[config.mk]
export PLATFORM = sky130hd
export DESIGN_NAME = ars_axis_homing
export DESIGN_NICKNAME = d
export VERILOG_FILES = /design/src/include/ars_pkg.sv /design/src/logic/ars_axis_homing.sv /design/src/logic/ars_sync.sv
export SDC_FILE = /design/constraint.sdc
export NUM_CORES = 1
export LEC_CHECK = 0
export ABC_CLOCK_PERIOD_IN_PS = 18000
export BUFFER_PORTS_ARGS = -buffer_cell sky130_fd_sc_hd__buf_2
export CAP_MARGIN = 25
export CORE_MARGIN = 2
export CORE_UTILIZATION = 64
export CTS_CLUSTER_DIAMETER = 100
export DETAILED_ROUTE_END_ITERATION = 6
export HOLD_SLACK_MARGIN = 0.06
export PLACE_DENSITY = 0.81
export SYNTH_ARGS = -nofsm -noshare
export SYNTH_HDL_FRONTEND = slang
export SYNTH_SLANG_ARGS = --single-unit
[constraint.sdc]
create_clock -name clk_i -period 18 [get_ports clk_i]
set_input_delay 3.6 -clock clk_i [delete_from_list [all_inputs] [get_ports clk_i]]
set_output_delay 3.6 -clock clk_i [all_outputs]
set_load 0.005 [all_outputs]
[src/include/ars_pkg.sv]
// Package for the axis homing engine: command codes, modes, offsets, states.
// Assumes a single 125 MHz clock domain and a plain strobe register port.
package ars_pkg;

    localparam logic [7:0] ARS_OPCODE_HOMING = 8'h0d;
    localparam logic [1:0] ARS_HC_START = 2'h0;
    localparam logic [1:0] ARS_HC_STOP = 2'h1;
    localparam logic [1:0] ARS_HC_POLL = 2'h2;

    localparam logic [7:0] ARS_MODE_SWAP = 8'h40;
    localparam logic [7:0] ARS_MODE_INVERT = 8'h80;

    // Register indices
    localparam logic [7:0] ARS_REG_CMD = 8'h00;
    localparam logic [7:0] ARS_REG_STATUS = 8'h01;
    localparam logic [7:0] ARS_REG_STOP_EN = 8'h02;
    localparam logic [7:0] ARS_REG_MODE = 8'h03;
    localparam logic [7:0] ARS_REG_SEARCH_VEL = 8'h04;
    localparam logic [7:0] ARS_REG_CAL_VEL = 8'h05;
    localparam logic [7:0] ARS_REG_DISTANCE = 8'h06;
    localparam logic [7:0] ARS_REG_STALL_FILT = 8'h07;
    localparam logic [7:0] ARS_REG_STALL_VEL = 8'h08;
    localparam logic [7:0] ARS_REG_POSITION = 8'h09;
    localparam logic [7:0] ARS_REG_IRQ_STAT = 8'h0a;
    localparam logic [7:0] ARS_REG_IRQ_MASK = 8'h0b;
    localparam logic [7:0] ARS_REG_LOAD = 8'h0c;

    localparam logic [7:0] ARS_RST_MODE = 8'h01;
    localparam logic [31:0] ARS_RST_SEARCH_VEL = 32'h0000_0200;
    localparam logic [31:0] ARS_RST_CAL_VEL = 32'h0000_0020;
    localparam logic [31:0] ARS_RST_STALL_VEL = 32'h0000_0000;

    localparam int ARS_IRQ_DONE = 0;
    localparam int ARS_IRQ_STALL = 1;
    localparam int ARS_IRQ_STOPPED = 2;

    localparam int ARS_STEP_DIV = 1024;

    typedef enum logic [6:0] {
        ARS_IDLE = 7'b0000001,
        ARS_SEEK_FAR = 7'b0000010,
        ARS_SEEK_REF = 7'b0000100,
        ARS_LEAVE = 7'b0001000,
        ARS_OVERRUN = 7'b0010000,
        ARS_REENTER = 7'b0100000,
        ARS_DONE = 7'b1000000
    } ars_state_type;

    typedef struct packed {
        logic [7:0] addr;
        logic [31:0] wdata;
        logic wr;
        logic rd;
    } ars_bus_req_type;

    typedef struct packed {
        logic left;
        logic right;
        logic home;
    } ars_switch_type;

endpackage

[src/logic/ars_axis_homing.sv]
// Axis homing engine with stall stop, driving a step/direction pulse stream.
// Assumes switches and stall-load come from pins; registers on a strobe port.
//
// Our own choices: the strobed register port and the register offsets.
`timescale 1ns/1ns
module ars_axis_homing
    import ars_pkg::*;
#(
    parameter int POS_W = 32,
    parameter int LOAD_W = 10
) (
    input wire logic clk_i, // 125 MHz clock
    input wire logic sys_rst_i, // Async reset, high
    input wire ars_pkg::ars_bus_req_type bus_i, // Register request
    output logic [31:0] rdata_o, // Read data, cycle after read
    input wire ars_pkg::ars_switch_type sw_i, // Switch pins, high active; home is active low when mode bit 7 is set in home modes 5 to 8
    input wire logic [LOAD_W-1:0] load_i, // Load value, 0 = max load
    output logic step_o, // Step pulse, one cycle
    output logic dir_o, // Direction, 1 = positive
    output logic busy_o, // Homing running
    output logic irq_o // Level interrupt
);
    import ars_pkg::*;

    // ************************************************
    // Input synchronisers
    // ************************************************
    logic [2:0] sw_sync;
    ars_sync #(.WIDTH(3)) u_sync (
        .clk_i(clk_i),
        .sys_rst_i(sys_rst_i),
        .d_i({sw_i.left, sw_i.right, sw_i.home}),
        .q_o(sw_sync)
    );
    logic [LOAD_W-1:0] load_m;
    logic [LOAD_W-1:0] load_s;
    always_ff @(posedge clk_i or posedge sys_rst_i) begin
        if (sys_rst_i) begin
            load_m <= '1;
            load_s <= '1;
        end else begin
            load_m <= load_i;
            load_s <= load_m;
        end
    end

    // ************************************************
    // Registers
    // ************************************************
    logic [7:0] mode;
    logic [1:0] stop_en;
    logic [31:0] search_vel;
    logic [31:0] cal_vel;
    logic [31:0] stall_vel;
    logic stall_en;
    logic [POS_W-1:0] distance;
    logic [POS_W-1:0] position;
    logic [2:0] irq_stat;
    logic [2:0] irq_mask;
    logic [2:0] irq_evt;
    ars_state_type state;
    logic stalled;

    wire wr_cmd = bus_i.wr && bus_i.addr == ARS_REG_CMD
        && bus_i.wdata[15:8] == ARS_OPCODE_HOMING;
    wire cmd_start = wr_cmd && bus_i.wdata[1:0] == ARS_HC_START;
    wire cmd_stop = wr_cmd && bus_i.wdata[1:0] == ARS_HC_STOP;

    always_ff @(posedge clk_i or posedge sys_rst_i) begin
        if (sys_rst_i) begin
            mode <= ARS_RST_MODE;
            stop_en <= 2'h0;
            search_vel <= ARS_RST_SEARCH_VEL;
            cal_vel <= ARS_RST_CAL_VEL;
            stall_vel <= ARS_RST_STALL_VEL;
            stall_en <= 1'b0;
            irq_mask <= 3'h0;
        end else if (bus_i.wr) begin
            case (bus_i.addr)
                ARS_REG_MODE: mode <= bus_i.wdata[7:0];
                ARS_REG_STOP_EN: stop_en <= bus_i.wdata[1:0];
                ARS_REG_SEARCH_VEL: search_vel <= bus_i.wdata;
                ARS_REG_CAL_VEL: cal_vel <= bus_i.wdata;
                ARS_REG_STALL_FILT: stall_en <= bus_i.wdata[0];
                ARS_REG_STALL_VEL: stall_vel <= bus_i.wdata;
                ARS_REG_IRQ_MASK: irq_mask <= bus_i.wdata[2:0];
                default: ;
            endcase
        end
    end

    logic [2:0] irq_clr;
    assign irq_clr = (bus_i.wr && bus_i.addr == ARS_REG_IRQ_STAT)
        ? bus_i.wdata[2:0] : 3'h0;
    for (genvar g = 0; g < 3; g++) begin : g_irq
        // Set wins over a write-one clear in the same cycle
        always_ff @(posedge clk_i or posedge sys_rst_i) begin
            if (sys_rst_i) begin
                irq_stat[g] <= 1'b0;
            end else if (irq_evt[g]) begin
                irq_stat[g] <= 1'b1;
            end else if (irq_clr[g]) begin
                irq_stat[g] <= 1'b0;
            end
        end
    end
    assign irq_o = |(irq_stat & irq_mask);

    always_ff @(posedge clk_i or posedge sys_rst_i) begin
        if (sys_rst_i) begin
            rdata_o <= 32'h0000_0000;
        end else if (bus_i.rd) begin
            case (bus_i.addr)
                ARS_REG_STATUS: rdata_o <= {29'h0, stalled,
                    state == ARS_DONE, busy_o};
                ARS_REG_STOP_EN: rdata_o <= {30'h0, stop_en};
                ARS_REG_MODE: rdata_o <= {24'h0, mode};
                ARS_REG_SEARCH_VEL: rdata_o <= search_vel;
                ARS_REG_CAL_VEL: rdata_o <= cal_vel;
                ARS_REG_DISTANCE: rdata_o <= 32'(distance);
                ARS_REG_STALL_FILT: rdata_o <= {31'h0, stall_en};
                ARS_REG_STALL_VEL: rdata_o <= stall_vel;
                ARS_REG_POSITION: rdata_o <= 32'(position);
                ARS_REG_IRQ_STAT: rdata_o <= {29'h0, irq_stat};
                ARS_REG_IRQ_MASK: rdata_o <= {29'h0, irq_mask};
                ARS_REG_LOAD: rdata_o <= 32'(load_s);
                default: rdata_o <= 32'h0000_0000;
            endcase
        end else begin
            rdata_o <= 32'h0000_0000;
        end
    end

    // ************************************************
    // Mode decode
    // ************************************************
    // Auto-stop enables are stored but never consulted here
    logic [3:0] base;
    logic swap;
    logic home_mode;
    logic home_act;
    logic ref_left;
    logic ref_right;
    assign base = mode[3:0];
    assign home_mode = base >= 4'h5 && base <= 4'h8;
    assign swap = !home_mode && mode[6];
    assign ref_left = swap ? sw_sync[1] : sw_sync[2];
    assign ref_right = swap ? sw_sync[2] : sw_sync[1];
    assign home_act = sw_sync[0] ^ (home_mode && mode[7]);

    // Reference switch for the centring phase
    logic ref_hit;
    always_comb begin
        ref_hit = home_mode ? home_act : ref_left;
    end

    // ************************************************
    // Step generator
    // ************************************************
    logic [31:0] vel;
    logic [31:0] accum;
    logic moving;
    logic dir_pos;
    logic step_now;
    assign step_now = moving && accum >= 32'(ARS_STEP_DIV);
    always_ff @(posedge clk_i or posedge sys_rst_i) begin
        if (sys_rst_i) begin
            accum <= 32'h0;
        end else if (!moving) begin
            accum <= 32'h0;
        end else if (step_now) begin
            accum <= accum - 32'(ARS_STEP_DIV) + vel;
        end else begin
            accum <= accum + vel;
        end
    end
    always_ff @(posedge clk_i or posedge sys_rst_i) begin
        if (sys_rst_i) begin
            step_o <= 1'b0;
            dir_o <= 1'b0;
        end else begin
            step_o <= step_now;
            dir_o <= dir_pos;
        end
    end

    // Stall stop only above threshold speed at max load (load reading of 0)
    wire stall_hit = stall_en && moving && vel > stall_vel
        && load_s == '0;

    // ************************************************
    // Homing state machine
    // ************************************************
    logic [POS_W-1:0] edge_a;
    logic [POS_W-1:0] far_pos;
    logic center;
    logic [POS_W-1:0] mid;
    logic [POS_W:0] mid_sum;
    // Sign-extend first: switch points often lie at negative positions
    assign mid_sum = {position[POS_W-1], position}
        + {edge_a[POS_W-1], edge_a};
    assign mid = mid_sum[POS_W:1];
    // Modes 1 and 2 take the switch edge; 3, 4 and home modes centre
    assign center = base == 4'h3 || base == 4'h4 || home_mode;

    always_ff @(posedge clk_i or posedge sys_rst_i) begin
        if (sys_rst_i) begin
            state <= ARS_IDLE;
            position <= '0;
            edge_a <= '0;
            far_pos <= '0;
            distance <= '0;
            dir_pos <= 1'b0;
            moving <= 1'b0;
            vel <= 32'h0;
            busy_o <= 1'b0;
            stalled <= 1'b0;
            irq_evt <= 3'h0;
        end else begin
            irq_evt <= 3'h0;
            if (step_now) begin
                position <= dir_pos ? position + 1'b1 : position - 1'b1;
            end
            if (cmd_stop || stall_hit) begin
                state <= ARS_IDLE;
                moving <= 1'b0;
                busy_o <= 1'b0;
                stalled <= stall_hit;
                irq_evt[ARS_IRQ_STOPPED] <= cmd_stop;
                irq_evt[ARS_IRQ_STALL] <= stall_hit;
            end else begin
                case (state)
                    ARS_IDLE, ARS_DONE: begin
                        if (cmd_start && base >= 4'h1 && base <= 4'h8) begin
                            busy_o <= 1'b1;
                            stalled <= 1'b0;
                            moving <= 1'b1;
                            vel <= search_vel;
                            if (base == 4'h2 || base == 4'h3) begin
                                state <= ARS_SEEK_FAR;
                                dir_pos <= !swap;
                            end else begin
                                state <= ARS_SEEK_REF;
                                dir_pos <= home_mode ? (base == 4'h6
                                    || base == 4'h7) : swap;
                            end
                        end
                    end
                    ARS_SEEK_FAR: begin
                        if (ref_right) begin
                            far_pos <= position;
                            dir_pos <= swap;
                            state <= ARS_SEEK_REF;
                        end
                    end
                    ARS_SEEK_REF: begin
                        if (ref_hit) begin
                            vel <= cal_vel;
                            dir_pos <= !dir_pos;
                            state <= ARS_LEAVE;
                        end else if (base == 4'h5 && sw_sync[2]
                            && !dir_pos) begin
                            dir_pos <= 1'b1;
                        end else if (base == 4'h6 && sw_sync[1]
                            && dir_pos) begin
                            dir_pos <= 1'b0;
                        end
                    end
                    ARS_LEAVE: begin
                        if (!ref_hit) begin
                            edge_a <= position;
                            if (center) begin
                                dir_pos <= !dir_pos;
                                state <= ARS_OVERRUN;
                            end else begin
                                dir_pos <= !dir_pos;
                                state <= ARS_REENTER;
                            end
                        end
                    end
                    ARS_OVERRUN: begin
                        // Turn back until the switch is hit again at its near edge
                        if (ref_hit) begin
                            state <= ARS_REENTER;
                        end
                    end
                    ARS_REENTER: begin
                        if (center ? !ref_hit : ref_hit) begin
                            // Zero at midpoint of two switching points
                            moving <= 1'b0;
                            // The axis rests at the second point; count
                            // it from the midpoint so that reads as zero
                            position <= position - mid;
                            distance <= $signed(far_pos) > $signed(mid)
                                ? far_pos - mid
                                : mid - far_pos;
                            busy_o <= 1'b0;
                            irq_evt[ARS_IRQ_DONE] <= 1'b1;
                            state <= ARS_DONE;
                        end
                    end
                    default: state <= ARS_IDLE;
                endcase
            end
        end
    end
endmodule // ars_axis_homing

[src/logic/ars_sync.sv]
// Two-flop synchroniser for a group of pin inputs.
// Assumes inputs are asynchronous to clk_i.
`timescale 1ns/1ns
module ars_sync #(
    parameter int WIDTH = 3
) (
    input wire logic clk_i, // System clock
    input wire logic sys_rst_i, // Async reset, high
    input wire logic [WIDTH-1:0] d_i, // Raw pins
    output logic [WIDTH-1:0] q_o // Synchronised pins
);
    logic [WIDTH-1:0] meta;

    always_ff @(posedge clk_i or posedge sys_rst_i) begin
        if (sys_rst_i) begin
            meta <= '0;
            q_o <= '0;
        end else begin
            meta <= d_i;
            q_o <= meta;
        end
    end
endmodule // ars_sync

==> results of run 1 <==
[cell type report]
| class | count | share of cell area (%) |
|---|---|---|
| Sequential cell | 378 | 32.0 |
| Timing Repair Buffer | 121 | 2.47 |
| Tap cell | 539 | 2.28 |
| Antenna cell | 5 | 0.0422 |
| Multi-Input combinational cell | 2221 | 54.7 |
| Inverter | 254 | 3.25 |
| Clock buffer | 65 | 4.36 |
| Clock inverter | 18 | 0.878 |
[path summary, 6_finish.rpt]
| kind | startpoint | endpoint | slack, ns | depth (start not counted) |
|---|---|---|---|---|
| worst max-delay path | position[12]$_DFF_PP0_ | distance[29]$_DFFE_PP0P_ | 11.05 | 26 |
| worst min-delay path | u_sync.meta[1]$_DFF_PP0_ | u_sync.q_o[1]$_DFF_PP0_ | 0.35 | 0 |
| worst max register to register | position[12]$_DFF_PP0_ | distance[29]$_DFFE_PP0P_ | 11.05 | 26 |
| worst min register to register | u_sync.meta[1]$_DFF_PP0_ | u_sync.q_o[1]$_DFF_PP0_ | 0.35 | 0 |
| max in group asynchronous | sys_rst_i | cal_vel[5]$_DFFE_PP1P_ | 13.20 | 5 |
| min in group asynchronous | sys_rst_i | state[3]$_DFFE_PP0P_ | 3.03 | 2 |
[critical path, delay by kind of cell (launching register included)]
family / cells / cell delay, ns
AO/OA/AOI/OAI: 17 / 3.64
AND/OR/NAND/NOR: 4 / 0.97
adder cells (fa/ha/maj): 2 / 0.80
flip-flops: 1 / 0.52
XOR/XNOR: 2 / 0.44
multiplexers: 1 / 0.42
[cell usage in the layout (no fill, tap or decap), types with 39 or more instances in the layout]
cell / instances
nand3_1: 39
o21ai_0: 180
dfrtp_1: 354
nor2_1: 217
clkbuf_16: 46
nand2_1: 212
a21o_1: 86
mux2i_1: 63
xnor2_1: 117
xor2_1: 55
ha_1: 251
inv_1: 251
buf_2: 92
a21oi_1: 267
nor3_1: 46
mux2_2: 147
a22oi_1: 40
[through the flow]
| stage | worst slack, ns | utilization, % | instances | instance area, um2 | hold slack, ns |
|---|---|---|---|---|---|
| global placement | 10.86 | 67.1 | 3511 | 28000 | 0.332 |
| CTS | 11.23 | 70.8 | 3594 | 29600 | 0.347 |
| detailed placement | 10.72 | 67.1 | 3511 | 28000 | 0.335 |
| floorplan | 3.94 | - | 2962 | 27000 | 0.331 |
| global route | 10.64 | 70.9 | 3596 | 29600 | 0.355 |
| finish | 11.05 | 71.0 | 3601 | 29600 | 0.346 |
[sequential cells by signal, indices dropped and copies added, names as in the netlist, 3 cells and up]
| signal | count |
|---|---|
| accum | 32 |
| cal_vel | 32 |
| distance | 32 |
| edge_a | 32 |
| far_pos | 32 |
| position | 32 |
| rdata_o | 32 |
| search_vel | 32 |
| stall_vel | 32 |
| vel | 32 |
| load_m | 10 |
| load_s | 10 |
| mode | 8 |
| state | 7 |
| irq_evt | 3 |
| irq_mask | 3 |
| irq_stat | 3 |
| u_sync.meta | 3 |
| u_sync.q_o | 3 |
[layer usage]
metal	global-route usage [%]	share of wire (%)	vias to the layer above
met5	0	0.012	-
met4	12.2	3.4	2
met3	5.82	7.3	143
met2	52.1	44	853
met1	46.5	45	11000
li1	-	-	10700
[kinds of logic (layout without fill, tap and decap cells)]
family	after synthesis	count (layout)	synth area share, %
buffers and inverters	363	458	5.08
DFF	378	378	35.1
adders and majority gates	276	276	13.2
and+or+nand+nor	703	703	12.0
muxes	210	210	8.46
other	0	5	0
xor gates and xnor gates	173	173	5.66
AOI/OAI and AO/OA	859	859	20.5
==> results.yml, run 1 <==
run_status:
  status: "finished, final reports clean"
yosys:
  synth_edf_count: 0
  yosys-top-cells-area: "dfrtp_1 33%, ha_1 12%, mux2_2 6.1%"
  synth-seq-cells: 378
  synth.most_common_cell: "dfrtp_1"
  synthArstFlopShare_pct: 100
  synth_ff_type: "dfrtp_1"
  synth_top_area_share_pct: 32.8
  synth_commonest_cells: "354 x dfrtp_1, 267 x a21oi_1, 252 x inv_1"
  syn_area_um2: 27000
  ys_warn_count: 0
  syn_nets: 3286
  syn_inst: 2962
  yosysUniqueCellTypes: 87
  syn_avg_cell_area_um2: 9.12
  synth-seq-area-share_pct: 35.1
  synth_area_leader_cell: "dfrtp_1"
die:
  die_height_um: 209
  initial_core_util_pct: 64.7
  die_x_um: 209
  fp-row-count: 75
  dieArea_um2: 43900
  io_pins: 93
  coreArea_um2: 41800
sta:
  period_minus_slack_ns: 6.95
  max_freq_ghz: 0.144
  post-route-period-util_pct: 38.6
  finalSetupViolCount: 0
  finClkSkew_ns: 0.0150
  finalMaxSlewViolations: 0
  tns_ns: 0
  rsz0062_at_grt: "no"
  tightest_slew_ns: 0.968
  hold_viol: 0
  relSlewSlack_pct: 35.5
cts:
  cts_tree: "yes"
  cts_resized: 0
  insertion_delay_ns: 0.60
  clk_pin_slew_ns: 0.06
  htree_levels: 2
  clockBufferDepth: 3
  cts_hold_buffers: 0
  cts_buffers: 45
  clock_sinks: 378
  postCtsSetupBuffers: 0
  clock-root-buffer: "clkbuf_16"
grt:
  grt_pass1_wl_mm: 117
  track_usage_pct: 33.2
  overflow: 0
  grt_max_degree: 172
  grt_pass1_vias: 22500
  antenna_found_initial: 3
flow_run:
  cap_violations: 0
critical_path:
  critical_path_class: "flip-flop to flip-flop"
  cp-end-kind: "flip-flop"
  critPathArrivalTime_ns: 7.40
  cp.required_ns: 18.45
  start_kind: "flip-flop"
  cp_common_cell: "a21oi_1"
  cp_slowest_cell: "dfrtp_1"
  worst-path-max-fanout: 14
  cpPeakStageDelay_ns: 0.52
placement:
  gp_congestion: 0.963
  portBuffers: 92
  dp_hpwl_mm: 53.7
drt:
  dr_total_vias: 22700
  route.detailed.drc: 0
  dr.first_iter.drc_count: 2185
  viasPerCell: 6.29
  wl_mm: 72.5
  ant_nets: 0
  wl_per_cell_um: 20.1
  drtPass1Iterations: 6
final_layout:
  areaGrowthSynthToFinish_pct: 9.70
  seq_area_um2: 9490
  multi_input_area_um2: 16200
  nFillCells: 3100
  final_nets: 3345
  drive_above_1_share_pct: 13.5
hold_path:
  hold_class: "flip-flop to flip-flop"
Power of run 1 is left out: the tool's default activity adds up to more than one toggle a clock period on the data nets, which glitch-free logic cannot reach.
==> inputs of run 2 (changes only) <==
- ABC_CLOCK_PERIOD_IN_PS: 18000 -> 6640
- clock period: 18 -> 6.64 ns (I/O delays scaled with it)
==> results.yml, run 2 (synthesis gave the netlist of run 1 again) <==
die:
  initial_core_util_pct: 64.7
  dieArea_um2: 43900
  coreArea_um2: 41800
  fp-row-count: 75
  die_x_um: 209
  die_height_um: 209
  io_pins: 93
grt:
  antenna_found_initial: 6
  track_usage_pct: 34.7
  overflow: 0
  grt_pass1_wl_mm: 121
  grt_pass1_vias: 22500
  grt_max_degree: 157
critical_path:
  crit_family: "compound AO/OA/AOI/OAI gates"
  critPathBufInv: 1
  worst-path-max-fanout: 35
  cp-end-kind: "flip-flop"
  critical_path_class: "flip-flop to flip-flop"
  critPathArrivalTime_ns: 6.60
  cpPeakStageDelay_ns: 0.48
  start_kind: "flip-flop"
  cp.required_ns: 7.07
  cp_slowest_cell: "dfrtp_1"
drt:
  dr_total_vias: 22800
  route.detailed.drc: 0
  wl_per_cell_um: 20.8
  wl_mm: 75.3
  viasPerCell: 6.30
  ant_nets: 0
  dr.first_iter.drc_count: 2326
  drtPass1Iterations: 7
cts:
  clockBufferDepth: 3
  cts_tree: "yes"
  insertion_delay_ns: 0.60
  clk_pin_slew_ns: 0.05
  clock_sinks: 378
  cts_buffers: 44
  clock-root-buffer: "clkbuf_16"
  htree_levels: 2
sta:
  period_minus_slack_ns: 6.17
  rsz0062_at_grt: "no"
  relSlewSlack_pct: 36.2
  hold_viol: 0
  tightest_slew_ns: 0.955
  finClkSkew_ns: 0.0294
  max_freq_ghz: 0.162
  finalMaxSlewViolations: 0
  finalSetupViolCount: 0
  post-route-period-util_pct: 92.9
  tns_ns: 0
placement:
  dp_hpwl_mm: 55.9
  gp_congestion: 0.962
  portBuffers: 92
hold_path:
  hold_class: "flip-flop to flip-flop"
final_layout:
  layout_common_cells: "354 x dfrtp_1, 266 x a21oi_1, 251 x inv_1"
  final_nets: 3364
  layout_commonest_cell: "dfrtp_1"
  drive_above_1_share_pct: 14.2
  areaGrowthSynthToFinish_pct: 10.0
flow_run:
  cap_violations: 0
run_status:
  status: "finished, final reports clean"
==> run 2: repair_timing <==
| action | 4_1_cts | 5_1_grt |
|---|---|---|
| buffers inserted | 0 | 0 |
| resized for setup | 0 | 5 |
| setup endpoints to repair | 0 | 6 |
| hold buffers | 0 | 0 |
==> run 2: final timing paths <==
| check | cells after the start | start | to | slack [ns] |
|---|---|---|---|---|
| setup / recovery | 25 | position[5]$_DFF_PP0_ | distance[30]$_DFFE_PP0P_ | 0.47 |
| hold reg to reg | 0 | u_sync.meta[2]$_DFF_PP0_ | u_sync.q_o[2]$_DFF_PP0_ | 0.35 |
| setup reg to reg | 25 | position[5]$_DFF_PP0_ | distance[30]$_DFFE_PP0P_ | 0.47 |
| max in group asynchronous | 3 | sys_rst_i | distance[25]$_DFFE_PP0P_ | 4.65 |
| min in group asynchronous | 2 | sys_rst_i | rdata_o[2]$_DFF_PP0_ | 0.77 |
| hold / removal | 0 | u_sync.meta[2]$_DFF_PP0_ | u_sync.q_o[2]$_DFF_PP0_ | 0.35 |
==> run 2: layout make-up <==
cell class | count | area (um2)
diodes | 6 | 15.0
inverters | 254 | 958
repair buffers | 141 | 893
clock inverters | 22 | 233
well taps | 539 | 674
clock buffers | 59 | 1220
fillers | 3188 | 12000
multi-input cells | 2221 | 16200
flip-flops and latches | 378 | 9490
==> run 2: per-stage QoR <==
stage / utilization (%) / hold slack, ns / area [um2] / worst slack (ns) / instances
after detailed placement: 67.5 / 0.337 / 28200 / 0.451 / 3531
after global placement: 67.5 / 0.334 / 28200 / 0.553 / 3531
final: 71.2 / 0.350 / 29700 / 0.473 / 3620
after floorplan: - / 0.331 / 27000 / 0.254 / 2962
after CTS: 71.0 / 0.350 / 29600 / 0.437 / 3612
after global routing: 71.1 / 0.352 / 29700 / 0.0339 / 3617
==> run 2: metal layers <==
| layer | vias to the layer above | share of wire (%) | wire length, um | GRT usage (%) |
|---|---|---|---|---|
| li1 | 10700 | - | - | - |
| met1 | 11100 | 46 | 34300 | 50.1 |
| met4 | 4 | 3.3 | 2490 | 12.5 |
| met3 | 136 | 7.1 | 5350 | 4.67 |
| met2 | 856 | 44 | 33100 | 54.0 |
| met5 | - | 0.025 | 19 | 0 |
Power of run 2 is left out for the same reason.
